==> src/hdl/lrd_pkg.sv <==
// constants, types and bus map of the link request stream decoder
// assumes one 250 MHz core clock and an APB master for the control registers
//
// Summary of operation
// - stream length fixed by request type
// - start bit one, stop bit zero
// - type code follows start bit, four bits
// - type code sent most significant first
// - type 0001 arbitrates at next idle
// - types 0010/0011 asynchronous even/odd phase
// - type 0100 asynchronous current fairness interval
// - types 0110/0111 isochronous even/odd period
// - type 1000 arbitrates for cycle start
// - type 1010 returns register via status
// - type 1011 writes addressed register
// - types 1100/1101 isochronous phase notifications
// - type 1110 cycle start due notification
// - bus request format, speed, stop positions
// - stop bit optional when bit six zero
// - format flag one requests beta format
// - speed codes: valid, reserved, invalid
// - invalid speed arbitrates, sends null packet
// - read request address bits five-eight
// - write request address, data, stop positions
// - request bits tied to link clock
// - illegal stream reports interface error status
package lrd_pkg;

    // stream lengths in bits
    localparam logic [4:0] LEN_BUS = 5'h0B;
    localparam logic [4:0] LEN_READ = 5'h0A;
    localparam logic [4:0] LEN_WRITE = 5'h12;
    localparam logic [4:0] LEN_NOTE = 5'h06;
    // last bit index after which a bus request may end early
    localparam logic [4:0] IDX_BUS_EARLY = 5'h09;
    // field positions inside a stream
    localparam logic [4:0] IDX_TYPE_LAST = 5'h04;
    localparam logic [4:0] IDX_FMT = 5'h05;
    localparam logic [4:0] IDX_SPEED_FIRST = 5'h06;
    localparam logic [4:0] IDX_SPEED_LAST = 5'h09;
    localparam logic [4:0] IDX_ADDR_FIRST = 5'h05;
    localparam logic [4:0] IDX_ADDR_LAST = 5'h08;
    localparam logic [4:0] IDX_DATA_FIRST = 5'h09;
    localparam logic [4:0] IDX_DATA_LAST = 5'h10;

    // request type codes
    localparam logic [3:0] RT_IMMED = 4'h1;
    localparam logic [3:0] RT_NEXT_EVEN = 4'h2;
    localparam logic [3:0] RT_NEXT_ODD = 4'h3;
    localparam logic [3:0] RT_CURRENT = 4'h4;
    localparam logic [3:0] RT_ISO_EVEN = 4'h6;
    localparam logic [3:0] RT_ISO_ODD = 4'h7;
    localparam logic [3:0] RT_CYC_START = 4'h8;
    localparam logic [3:0] RT_REG_READ = 4'hA;
    localparam logic [3:0] RT_REG_WRITE = 4'hB;
    localparam logic [3:0] RT_PHASE_EVEN = 4'hC;
    localparam logic [3:0] RT_PHASE_ODD = 4'hD;
    localparam logic [3:0] RT_CYC_DUE = 4'hE;

    // speed codes
    localparam logic [3:0] SPD_S100 = 4'h0;
    localparam logic [3:0] SPD_S200 = 4'h2;
    localparam logic [3:0] SPD_S400 = 4'h4;
    localparam logic [3:0] SPD_S800 = 4'h6;
    localparam logic [3:0] SPD_LAST_DEFINED = 4'h6;

    // register map, byte addresses
    localparam logic [11:0] OFS_CTRL = 12'h000;
    localparam logic [11:0] OFS_STATUS = 12'h004;
    localparam logic [11:0] OFS_REQ_COUNT = 12'h008;
    localparam logic [11:0] OFS_ERR_COUNT = 12'h00C;
    localparam logic [11:0] OFS_REGS_BASE = 12'h040;
    localparam logic [11:0] OFS_REGS_MASK = 12'hFC0;
    localparam int CTRL_ENABLE_BIT = 0;
    localparam int STATUS_BUSY_BIT = 8;
    localparam logic CTRL_ENABLE_RESET = 1'b1;

    typedef enum logic [1:0] {
        RX_IDLE = 2'b01,
        RX_RECV = 2'b10
    } lrd_rx_state_t;

    typedef struct packed {
        logic valid;
        logic [3:0] kind;
        logic immediate;
        logic beta_format;
        logic [3:0] speed;
        logic null_packet;
    } lrd_arb_req_t;

    typedef struct packed {
        logic valid;
        logic solicited_reg;
        logic iface_error;
        logic [3:0] addr;
        logic [7:0] data;
    } lrd_status_t;

    typedef struct packed {
        logic iso_phase_even;
        logic iso_phase_odd;
        logic cycle_start_due;
    } lrd_note_t;

endpackage : lrd_pkg

==> src/hdl/lrd_decoder.sv <==
// serial link request decoder with its internal register file and apb slave
// assumes link clock and request line arrive asynchronously; link drives on its rising edge
`timescale 1ns/1ps
module lrd_decoder #(
    parameter int REG_COUNT = 16
) (
    input wire logic clk,
    input wire logic reset,
    input wire logic link_returned_clock,
    input wire logic link_request_line,
    output lrd_pkg::lrd_arb_req_t arb_req,
    output lrd_pkg::lrd_status_t status_out,
    output lrd_pkg::lrd_note_t note_out,
    input wire logic psel,
    input wire logic penable,
    input wire logic pwrite,
    input wire logic [11:0] paddr,
    input wire logic [31:0] pwdata,
    input wire logic [3:0] pstrb,
    output logic [31:0] prdata,
    output logic pready,
    output logic pslverr
);
    import lrd_pkg::*;

    // ------------------------------------------------------------
    // elaboration check
    // ------------------------------------------------------------
    if (REG_COUNT != 16) begin : g_bad_count
        $error("register count must be 16 for a four bit address");
    end

    // ------------------------------------------------------------
    // state
    // ------------------------------------------------------------
    typedef struct packed {
        logic [1:0] clk_sync;
        logic [1:0] line_sync;
        logic clk_prev;
        lrd_rx_state_t rx;
        logic [4:0] bit_idx;
        logic [4:0] len;
        logic [3:0] rtype;
        logic fmt;
        logic [3:0] speed;
        logic [3:0] addr;
        logic [7:0] wdata;
        logic [15:0][7:0] phy_regs;
        logic enable;
        logic [3:0] last_type;
        logic [15:0] req_count;
        logic [15:0] err_count;
        lrd_arb_req_t arb;
        lrd_status_t stat;
        lrd_note_t note;
        logic [31:0] rdata;
        logic rerr;
    } lrd_state_t;

    lrd_state_t s;
    lrd_state_t next_s;

    // ------------------------------------------------------------
    // decode helpers
    // ------------------------------------------------------------
    function automatic logic is_bus_type(input logic [3:0] t);
        case (t)
            RT_IMMED, RT_NEXT_EVEN, RT_NEXT_ODD, RT_CURRENT: is_bus_type = 1'b1;
            RT_ISO_EVEN, RT_ISO_ODD, RT_CYC_START: is_bus_type = 1'b1;
            default: is_bus_type = 1'b0;
        endcase
    endfunction : is_bus_type

    function automatic logic [4:0] len_of(input logic [3:0] t);
        if (is_bus_type(t)) begin
            len_of = LEN_BUS;
        end else if (t == RT_REG_READ) begin
            len_of = LEN_READ;
        end else if (t == RT_REG_WRITE) begin
            len_of = LEN_WRITE;
        end else begin
            // notifications and reserved codes
            len_of = LEN_NOTE;
        end
    endfunction : len_of

    function automatic logic is_reserved(input logic [3:0] t);
        is_reserved = !is_bus_type(t) && (t != RT_REG_READ) && (t != RT_REG_WRITE)
            && (t != RT_PHASE_EVEN) && (t != RT_PHASE_ODD) && (t != RT_CYC_DUE);
    endfunction : is_reserved

    // ------------------------------------------------------------
    // next state
    // ------------------------------------------------------------
    logic bit_strobe;
    logic bit_val;
    logic done;
    logic stop_ok;
    logic [4:0] idx_plus;
    logic apb_setup;
    logic apb_access;
    logic [31:0] rd_mux;
    logic rd_hit;

    always_comb begin
        next_s = s;
        // two stage synchronisers; only stage two is looked at
        next_s.clk_sync = {s.clk_sync[0], link_returned_clock};
        next_s.line_sync = {s.line_sync[0], link_request_line};
        next_s.clk_prev = s.clk_sync[1];
        // sample on falling link edge, mid bit
        bit_strobe = s.clk_prev & ~s.clk_sync[1];
        bit_val = s.line_sync[1];
        idx_plus = s.bit_idx + 5'h01;
        done = 1'b0;
        stop_ok = 1'b0;
        // event outputs are one cycle pulses
        next_s.arb.valid = 1'b0;
        next_s.stat.valid = 1'b0;
        next_s.stat.solicited_reg = 1'b0;
        next_s.stat.iface_error = 1'b0;
        next_s.note = '0;

        case (s.rx)
            RX_IDLE: begin
                // a low line between streams is idle or an omitted stop bit
                if (bit_strobe && bit_val && s.enable) begin
                    next_s.rx = RX_RECV;
                    next_s.bit_idx = 5'h01;
                    next_s.rtype = '0;
                    next_s.len = LEN_NOTE;
                end
            end
            RX_RECV: begin
                if (bit_strobe) begin
                    next_s.bit_idx = idx_plus;
                    if (s.bit_idx <= IDX_TYPE_LAST) begin
                        next_s.rtype = {s.rtype[2:0], bit_val};
                        if (s.bit_idx == IDX_TYPE_LAST) begin
                            next_s.len = len_of({s.rtype[2:0], bit_val});
                        end
                    end
                    if (s.bit_idx == IDX_FMT) begin
                        next_s.fmt = bit_val;
                    end
                    if (s.bit_idx >= IDX_SPEED_FIRST && s.bit_idx <= IDX_SPEED_LAST) begin
                        next_s.speed = {s.speed[2:0], bit_val};
                    end
                    if (s.bit_idx >= IDX_ADDR_FIRST && s.bit_idx <= IDX_ADDR_LAST) begin
                        next_s.addr = {s.addr[2:0], bit_val};
                    end
                    if (s.bit_idx >= IDX_DATA_FIRST && s.bit_idx <= IDX_DATA_LAST) begin
                        next_s.wdata = {s.wdata[6:0], bit_val};
                    end
                    if (s.bit_idx == s.len - 5'h01) begin
                        done = 1'b1;
                        stop_ok = !bit_val;
                    end else if (is_bus_type(s.rtype) && s.bit_idx == IDX_BUS_EARLY
                                 && !s.speed[2]) begin
                        // speed msb, stream bit six, was zero
                        done = 1'b1;
                        stop_ok = 1'b1;
                    end
                end
                if (done) begin
                    next_s.rx = RX_IDLE;
                    next_s.last_type = s.rtype;
                    next_s.req_count = s.req_count + 16'h0001;
                    if (!stop_ok || is_reserved(s.rtype)) begin
                        next_s.err_count = s.err_count + 16'h0001;
                        next_s.stat.valid = 1'b1;
                        next_s.stat.iface_error = 1'b1;
                    end else if (is_bus_type(s.rtype)) begin
                        // types 0001..0100, 0110..1000 to arbitration
                        next_s.arb.valid = 1'b1;
                        next_s.arb.kind = s.rtype;
                        next_s.arb.immediate = (s.rtype == RT_IMMED);
                        next_s.arb.beta_format = s.fmt;
                        // field complete only after this bit, early end included
                        next_s.arb.speed = next_s.speed;
                        // invalid speed still arbitrates, with null payload
                        next_s.arb.null_packet = next_s.speed > SPD_LAST_DEFINED;
                    end else if (s.rtype == RT_REG_READ) begin
                        next_s.stat.valid = 1'b1;
                        next_s.stat.solicited_reg = 1'b1;
                        next_s.stat.addr = s.addr;
                        next_s.stat.data = s.phy_regs[s.addr];
                    end else if (s.rtype == RT_REG_WRITE) begin
                        // data bits end before the stop bit
                        next_s.phy_regs[s.addr] = s.wdata;
                    end else begin
                        next_s.note.iso_phase_even = (s.rtype == RT_PHASE_EVEN);
                        next_s.note.iso_phase_odd = (s.rtype == RT_PHASE_ODD);
                        next_s.note.cycle_start_due = (s.rtype == RT_CYC_DUE);
                    end
                end
            end
            default: begin
                next_s.rx = RX_IDLE;
            end
        endcase

        // apb: read data and error captured in setup, answered in access
        apb_setup = psel & ~penable;
        apb_access = psel & penable;
        rd_hit = 1'b1;
        rd_mux = '0;
        if ((paddr & OFS_REGS_MASK) == OFS_REGS_BASE) begin
            rd_mux = {24'h000000, s.phy_regs[paddr[5:2]]};
        end else begin
            case (paddr)
                OFS_CTRL: rd_mux = {31'h00000000, s.enable};
                OFS_STATUS: rd_mux = {23'h000000, s.rx == RX_RECV, 4'h0, s.last_type};
                OFS_REQ_COUNT: rd_mux = {16'h0000, s.req_count};
                OFS_ERR_COUNT: rd_mux = {16'h0000, s.err_count};
                default: rd_hit = 1'b0;
            endcase
        end
        if (apb_setup) begin
            next_s.rdata = pwrite ? 32'h00000000 : rd_mux;
            next_s.rerr = !rd_hit || paddr[1:0] != 2'h0 || (pwrite && paddr != OFS_CTRL);
        end
        if (apb_access && pwrite && paddr == OFS_CTRL && pstrb[0]) begin
            next_s.enable = pwdata[CTRL_ENABLE_BIT];
        end
    end

    // ------------------------------------------------------------
    // registers
    // ------------------------------------------------------------
    always_ff @(posedge clk) begin
        if (reset) begin
            s <= '0;
            s.rx <= RX_IDLE;
            s.len <= LEN_NOTE;
            s.enable <= CTRL_ENABLE_RESET;
        end else begin
            s <= next_s;
        end
    end

    assign arb_req = s.arb;
    assign status_out = s.stat;
    assign note_out = s.note;
    assign prdata = s.rdata;
    assign pslverr = s.rerr & psel & penable;
    assign pready = psel & penable;

    // ------------------------------------------------------------
    // checks
    // ------------------------------------------------------------
    a_start_bit_high: assert property (
        @(posedge clk) disable iff (reset)
        (s.rx == RX_IDLE ##1 s.rx == RX_RECV) |-> $past(s.line_sync[1]) && $past(s.enable)
    ) else $error("capture began without a high start bit");

    a_bus_len: assert property (
        @(posedge clk) disable iff (reset)
        s.arb.valid |-> $past(s.bit_idx) == LEN_BUS - 5'h01
            || ($past(s.bit_idx) == IDX_BUS_EARLY && !s.arb.speed[3])
    ) else $error("bus request ended at wrong bit");

    a_read_len: assert property (
        @(posedge clk) disable iff (reset)
        (s.stat.valid && s.stat.solicited_reg) |-> $past(s.bit_idx) == LEN_READ - 5'h01
    ) else $error("read request ended at wrong bit");

    a_write_len: assert property (
        @(posedge clk) disable iff (reset)
        (s.phy_regs != $past(s.phy_regs)) |-> $past(s.bit_idx) == LEN_WRITE - 5'h01
            && $past(s.rtype) == RT_REG_WRITE
    ) else $error("register changed outside a write request");

    a_no_reserved_arb: assert property (
        @(posedge clk) disable iff (reset)
        s.arb.valid |-> !is_reserved(s.arb.kind) && is_bus_type(s.arb.kind)
    ) else $error("arbitration for a non bus type");

    a_null_invalid: assert property (
        @(posedge clk) disable iff (reset)
        s.arb.valid |-> (s.arb.null_packet == (s.arb.speed > SPD_LAST_DEFINED))
            && s.arb.speed == s.speed
    ) else $error("null packet flag disagrees with speed");

    a_read_data: assert property (
        @(posedge clk) disable iff (reset)
        (s.stat.valid && s.stat.solicited_reg) |-> s.stat.addr == s.addr
            && s.stat.data == $past(s.phy_regs[s.addr])
    ) else $error("read status carries wrong data");

    a_note_len: assert property (
        @(posedge clk) disable iff (reset)
        (s.note != '0) |-> $past(s.bit_idx) == LEN_NOTE - 5'h01 ##1 s.note == '0
    ) else $error("notification at wrong bit or too long");

    a_error_stop: assert property (
        @(posedge clk) disable iff (reset)
        (s.rx == RX_RECV && s.bit_idx == s.len - 5'h01 && bit_strobe && bit_val)
            |=> s.stat.valid && s.stat.iface_error
    ) else $error("bad stop bit not reported");

    a_immediate: assert property (
        @(posedge clk) disable iff (reset)
        s.arb.valid |-> (s.arb.immediate == (s.arb.kind == RT_IMMED)) ##1 !s.arb.valid
    ) else $error("immediate flag wrong or pulse too long");

    a_status_pulse: assert property (
        @(posedge clk) disable iff (reset)
        s.stat.valid |=> !s.stat.valid
    ) else $error("status pulse longer than one cycle");

    a_len_decode: assert property (
        @(posedge clk) disable iff (reset)
        (s.rx == RX_RECV && s.bit_idx > IDX_TYPE_LAST) |-> s.len == len_of(s.rtype)
    ) else $error("stream length disagrees with type");

    a_idx_bound: assert property (
        @(posedge clk) disable iff (reset)
        (s.rx == RX_RECV) |-> s.bit_idx <= LEN_WRITE - 5'h01
    ) else $error("bit index beyond longest stream");

    a_reserved_error: assert property (
        @(posedge clk) disable iff (reset)
        (done && is_reserved(s.rtype))
            |=> s.stat.valid && s.stat.iface_error && !s.arb.valid && s.note == '0
    ) else $error("reserved type not reported as error");

    a_write_data: assert property (
        @(posedge clk) disable iff (reset)
        (done && stop_ok && s.rtype == RT_REG_WRITE) |=> s.phy_regs[s.addr] == s.wdata
    ) else $error("write request data not stored");

    a_early_stop: assert property (
        @(posedge clk) disable iff (reset)
        (s.rx == RX_RECV && bit_strobe && is_bus_type(s.rtype)
            && s.bit_idx == IDX_BUS_EARLY && !s.speed[2])
            |=> s.rx == RX_IDLE && s.arb.valid
    ) else $error("short bus request not accepted");

    a_capture_start: assert property (
        @(posedge clk) disable iff (reset)
        (s.rx == RX_IDLE ##1 s.rx == RX_RECV) |-> s.bit_idx == 5'h01
    ) else $error("capture did not start at bit one");

    a_disabled_idle: assert property (
        @(posedge clk) disable iff (reset)
        (s.rx == RX_IDLE && !s.enable) |=> s.rx == RX_IDLE
    ) else $error("capture began while disabled");

    a_ctrl_write: assert property (
        @(posedge clk) disable iff (reset)
        (psel && penable && pwrite && paddr == OFS_CTRL && pstrb[0])
            |=> s.enable == $past(pwdata[CTRL_ENABLE_BIT])
    ) else $error("enable bit write lost");

    a_one_event: assert property (
        @(posedge clk) disable iff (reset)
        $onehot0({s.arb.valid, s.stat.valid, s.note != '0})
    ) else $error("one stream raised two events");

    a_note_onehot: assert property (
        @(posedge clk) disable iff (reset)
        (s.note != '0) |-> $onehot(s.note)
    ) else $error("more than one notification flag");

    a_beta_flag: assert property (
        @(posedge clk) disable iff (reset)
        s.arb.valid |-> s.arb.beta_format == s.fmt
    ) else $error("format flag not passed on");

    a_arb_kind: assert property (
        @(posedge clk) disable iff (reset)
        s.arb.valid |-> s.arb.kind == s.last_type && s.arb.kind == s.rtype
    ) else $error("arbitration kind disagrees with type");

endmodule : lrd_decoder

==> config.mk <==
export PLATFORM = sky130hd
export DESIGN_NAME = lrd_decoder
export DESIGN_NICKNAME = d
export VERILOG_FILES = /design/src/hdl/lrd_pkg.sv /design/src/hdl/lrd_decoder.sv
export SDC_FILE = /design/constraint.sdc
export NUM_CORES = 1
export LEC_CHECK = 0
export ABC_AREA = 1
export BUFFER_PORTS_ARGS = -buffer_cell sky130_fd_sc_hd__clkbuf_2
export CAP_MARGIN = 0
export CORE_AREA = 2 2 171 173
export DETAILED_ROUTE_END_ITERATION = 8
export DIE_AREA = 0 0 173 175
export HOLD_SLACK_MARGIN = 0.1
export PLACE_DENSITY = 0.68
export RECOVER_POWER = 50
export SLEW_MARGIN = 0
export SYNTH_ARGS = -nofsm -noshare
export SYNTH_HDL_FRONTEND = slang
export SYNTH_SLANG_ARGS = --single-unit
==> constraint.sdc <==
create_clock -name clk -period 3.1 [get_ports clk]
set_input_delay 0.155 -clock clk [delete_from_list [all_inputs] [get_ports clk]]
set_output_delay 0.155 -clock clk [all_outputs]
set_load 0.005 [all_outputs]
==> metrics.md <==
| Metric | Value |
|---|---|
| Outcome | `complete, but fails checks` |
| Failing checks | `max-capacitance violations, max-slew violations` |
| CTS tree | `done` |
| Ys async rst share | `0%` |
| Largest net degree at the start of global routing | `roughly 130` |
| Worst-Skew Late Latency | `approximately 560 ps` |
| Worst-path fanout max | `16` |
| Pre-antenna DRT Iters | `6` |
| Gp weighted congestion | `about 0.9` |
| Final #Nets | `around 2200` |
| Cell Pwr Density | `between 400 and 500 mW/mm²` |
| Clock slew at reported path FFs | `~60 ps` |
| Synth Instances | `2165` |
| Synth unique cells | `between 40 and 50` |
| Max-cap violation count | `1` |
| Vias per cell | `5.513` |
| Yosys top cell area share | `between 30% and 40%` |
| DRC violations left | `0` |
| Post-synth top flop | `dfxtp_1` |
| Crit path DAT | `approximately 3300 ps` |
| Initial DRC count | `between 1500 and 2000` |
| Root Buffer | `clkbuf_16` |
| Synth area leader | `dfxtp_1` |
| Final worst path period share | `~90%` |
| Num CTS Buffers | `29` |
| Htree depth | `1` |
| Crit path time final | `2799 ps` |
| Row count | `62` |
| All-Layer GR Usage | `between 20% and 30%` |
| Initial antenna violation count | `0` |
| Sum Neg Setup Slack | `0 ps` |
| Die W | `around 170 µm` |
| Global-route wire length before repair | `between 70 and 80 mm` |
| Final hold vios | `0` |
| Startpoint Class | `flip-flop` |
| Worst Hold Slack | `184.4 ps` |
| Clk sink count | `250` |
| Cell Chain, Critical Path | `inv_1 > ha_1 > inv_1 > nand2_1 > nand2_1 > nor2_1 > nand2_1 > nor2_1 > nand2_1 > nand2_2 > nand2_2 > nor2_4 > buf_12 > nand4_1 > nand2_1 > inv_1 > nor2_1` |
| Final setup violation count | `0` |
| CP max stage delay | `slightly above 400 ps` |
| Syn-to-layout area delta | `9.938%` |
| Worst path top cell family by delay | `simple AND/OR/NAND/NOR gates` |
| Worst-margin pin slew | `1529 ps` |
| LEAKAGE | `~6.5 nW` |
| CP max-delay cell | `nand4_1` |
| Clock Path Buffers | `3` |
| Worst Setup End Kind | `flip-flop` |
| Relative slew slack | `-1.904%` |
| Layout Skew | `roughly 12 ps` |
| Antenna diodes | `0` |
| Drt wl/cell | `17.23 µm` |
| Post-synth EDFFs | `0` |
| Core area | `roughly 0.028 mm²` |
| Yosys warns | `0` |
| Most frequent CP cell | `nand2_1` |
| Via count | `between 10000 and 15000` |
| Number of buffers added on ports | `just under 70` |
| Die ar. | `between 0.03 and 0.04 mm²` |
| Final wirelength | `44.26 mm` |
| Critical path type | `reg2reg` |
| Mapped cell area | `between 0.01 and 0.015 mm²` |
| Ranking of synthesized cells by area | `dfxtp_1, nand2_1, inv_1, nand4_1, nor2_1` |
| CP Buf/Inv Count | `4` |
| Slew Limit Fails | `roughly 70` |
| Top-Level Pins | `about 120` |
| Layout cells sized above 1 | `7.414%` |
| Min-Delay Path Class | `in2reg` |
| Commonest cells in the netlist | `nand2_1, inv_1, nor2_1, dfxtp_1, nand4_1` |
| Post_cts resized | `0` |
| Final ANT Viol Nets | `0` |
| Max Clk Rate | `between 0.3 and 0.4 GHz` |
| Worst Path Required | `approximately 3600 ps` |
| Avg Cell Area, Syn | `about 6.5 µm²` |
| Die height | `between 150 and 200 µm` |
| Yosys reg bits | `between 200 and 300` |
| Vias in the first global route | `~13000` |
| Grt total ovfl | `0` |
| Dpl hpwl | `approximately 29 mm` |
| Count leader, synth | `nand2_1` |
| Initial core utilization | `49.53%` |
| Sequential element share of the synthesized area | `between 30 and 40%` |
| RSZ-0062 raised after global routing | `false` |
| Peak supply drop | `between 0.0003 and 0.0004 V` |
## sequential cells by signal (all words and copies together) (netlist names)
register / cells
status_out: 15
bit_val: 1
note_out: 3
next_s: 3
s: 200
prdata: 16
arb_req: 12
## cells by family after synthesis
logic type	after synthesis	synth area share [%]
other	1	0.02666
buffers and inverters	564	17.22
AND/OR/NAND/NOR	990	31.75
flip-flops	250	35.59
XOR/XNOR	10	0.6227
adder cells (fa/ha/maj)	6	0.5338
AO/OA/AOI/OAI	344	14.26
## where the power goes
part           internal [mW]  switching (mW)  total, mW
Combinational         0.0965           0.225      0.322
Sequential              3.22         0.00337       3.22
Clock                   2.17            1.41       3.58
Total                   5.48            1.64       7.12
## stage by stage
| step | power (mW) | util, % | worst slack (ps) | cell area, µm² | cells |
|---|---|---|---|---|---|
| floorplan | 3.506 | - | 1003 | 14120 | 2180 |
| global placement | 3.594 | 50.86 | 421.2 | 14440 | 2507 |
| detailed placement | 3.597 | 50.86 | 406.1 | 14440 | 2507 |
| CTS | 7.143 | 54.64 | 322.1 | 15510 | 2568 |
| global route | 7.299 | 54.46 | 0.6004 | 15460 | 2569 |
| finish | 7.119 | 54.46 | 300.5 | 15460 | 2569 |
## per-layer routing
metal,vias up,wire (µm),GRT usage (%)
met2,679,19800,45.95
met4,0,2228,13.70
li1,6958,-,-
met5,-,0,0
met1,6394,18180,36.90
met3,131,4057,5.657
## path summary, 6_finish.rpt
kind | start | to | slack (ps) | cells past startpoint
max | s[249] | s[153] | 300 | 17
min | reset | s[251] | 180 | 3
max reg2reg | s[249] | s[153] | 300 | 17
min reg2reg | next_s[263] | bit_val | 410 | 2
## cell type report
cell class                 instances  area, µm²
clock buffer                      47      913.4
multi-input combinational       1366       6703
timing repair buffer             124      800.8
fill                            2840      12930
tap                              384      480.5
sequential                       250       5005
clock inverter                     7      88.84
inverter                         391       1470
## cells in the final DEF (no fill, tap or decap), types with 5 or more instances in the layout
cell type / count
nand2_1: 458
inv_1: 374
nor2_1: 251
dfxtp_1: 250
nand4_1: 155
o21ai_0: 110
o22ai_1: 94
a21oi_1: 79
nand3_1: 63
clkbuf_2: 50
buf_4: 35
nor3_1: 32
clkbuf_1: 31
clkbuf_16: 29
a22oi_1: 17
conb_1: 16
a211oi_1: 13
clkinv_1: 12
clkbuf_8: 12
o2111ai_1: 10
xor2_1: 10
nand4_4: 9
dlygate4sd3_1: 7
nor3b_1: 6
ha_1: 6
buf_12: 6
o211ai_1: 5
o221ai_1: 5
a31oi_1: 5
## worst reg2reg max path: stages (launching register included)
cell and delay [ps]:
dfxtp_1 380, inv_1 90, ha_1 300, inv_1 40, nand2_1 50, nand2_1 40
nor2_1 90, nand2_1 70, nor2_1 190, nand2_1 100, nand2_2 120, nand2_2 110
nor2_4 170, buf_12 230, nand4_1 420, nand2_1 190, inv_1 50, nor2_1 90
## what timing repair did
item	CTS	global route
hold buffers	7	0
buffers inserted	0	1
endpoints found under the setup margin	0	6
hold endpoints to repair	8	0
Power figures use the tool's default switching activity.
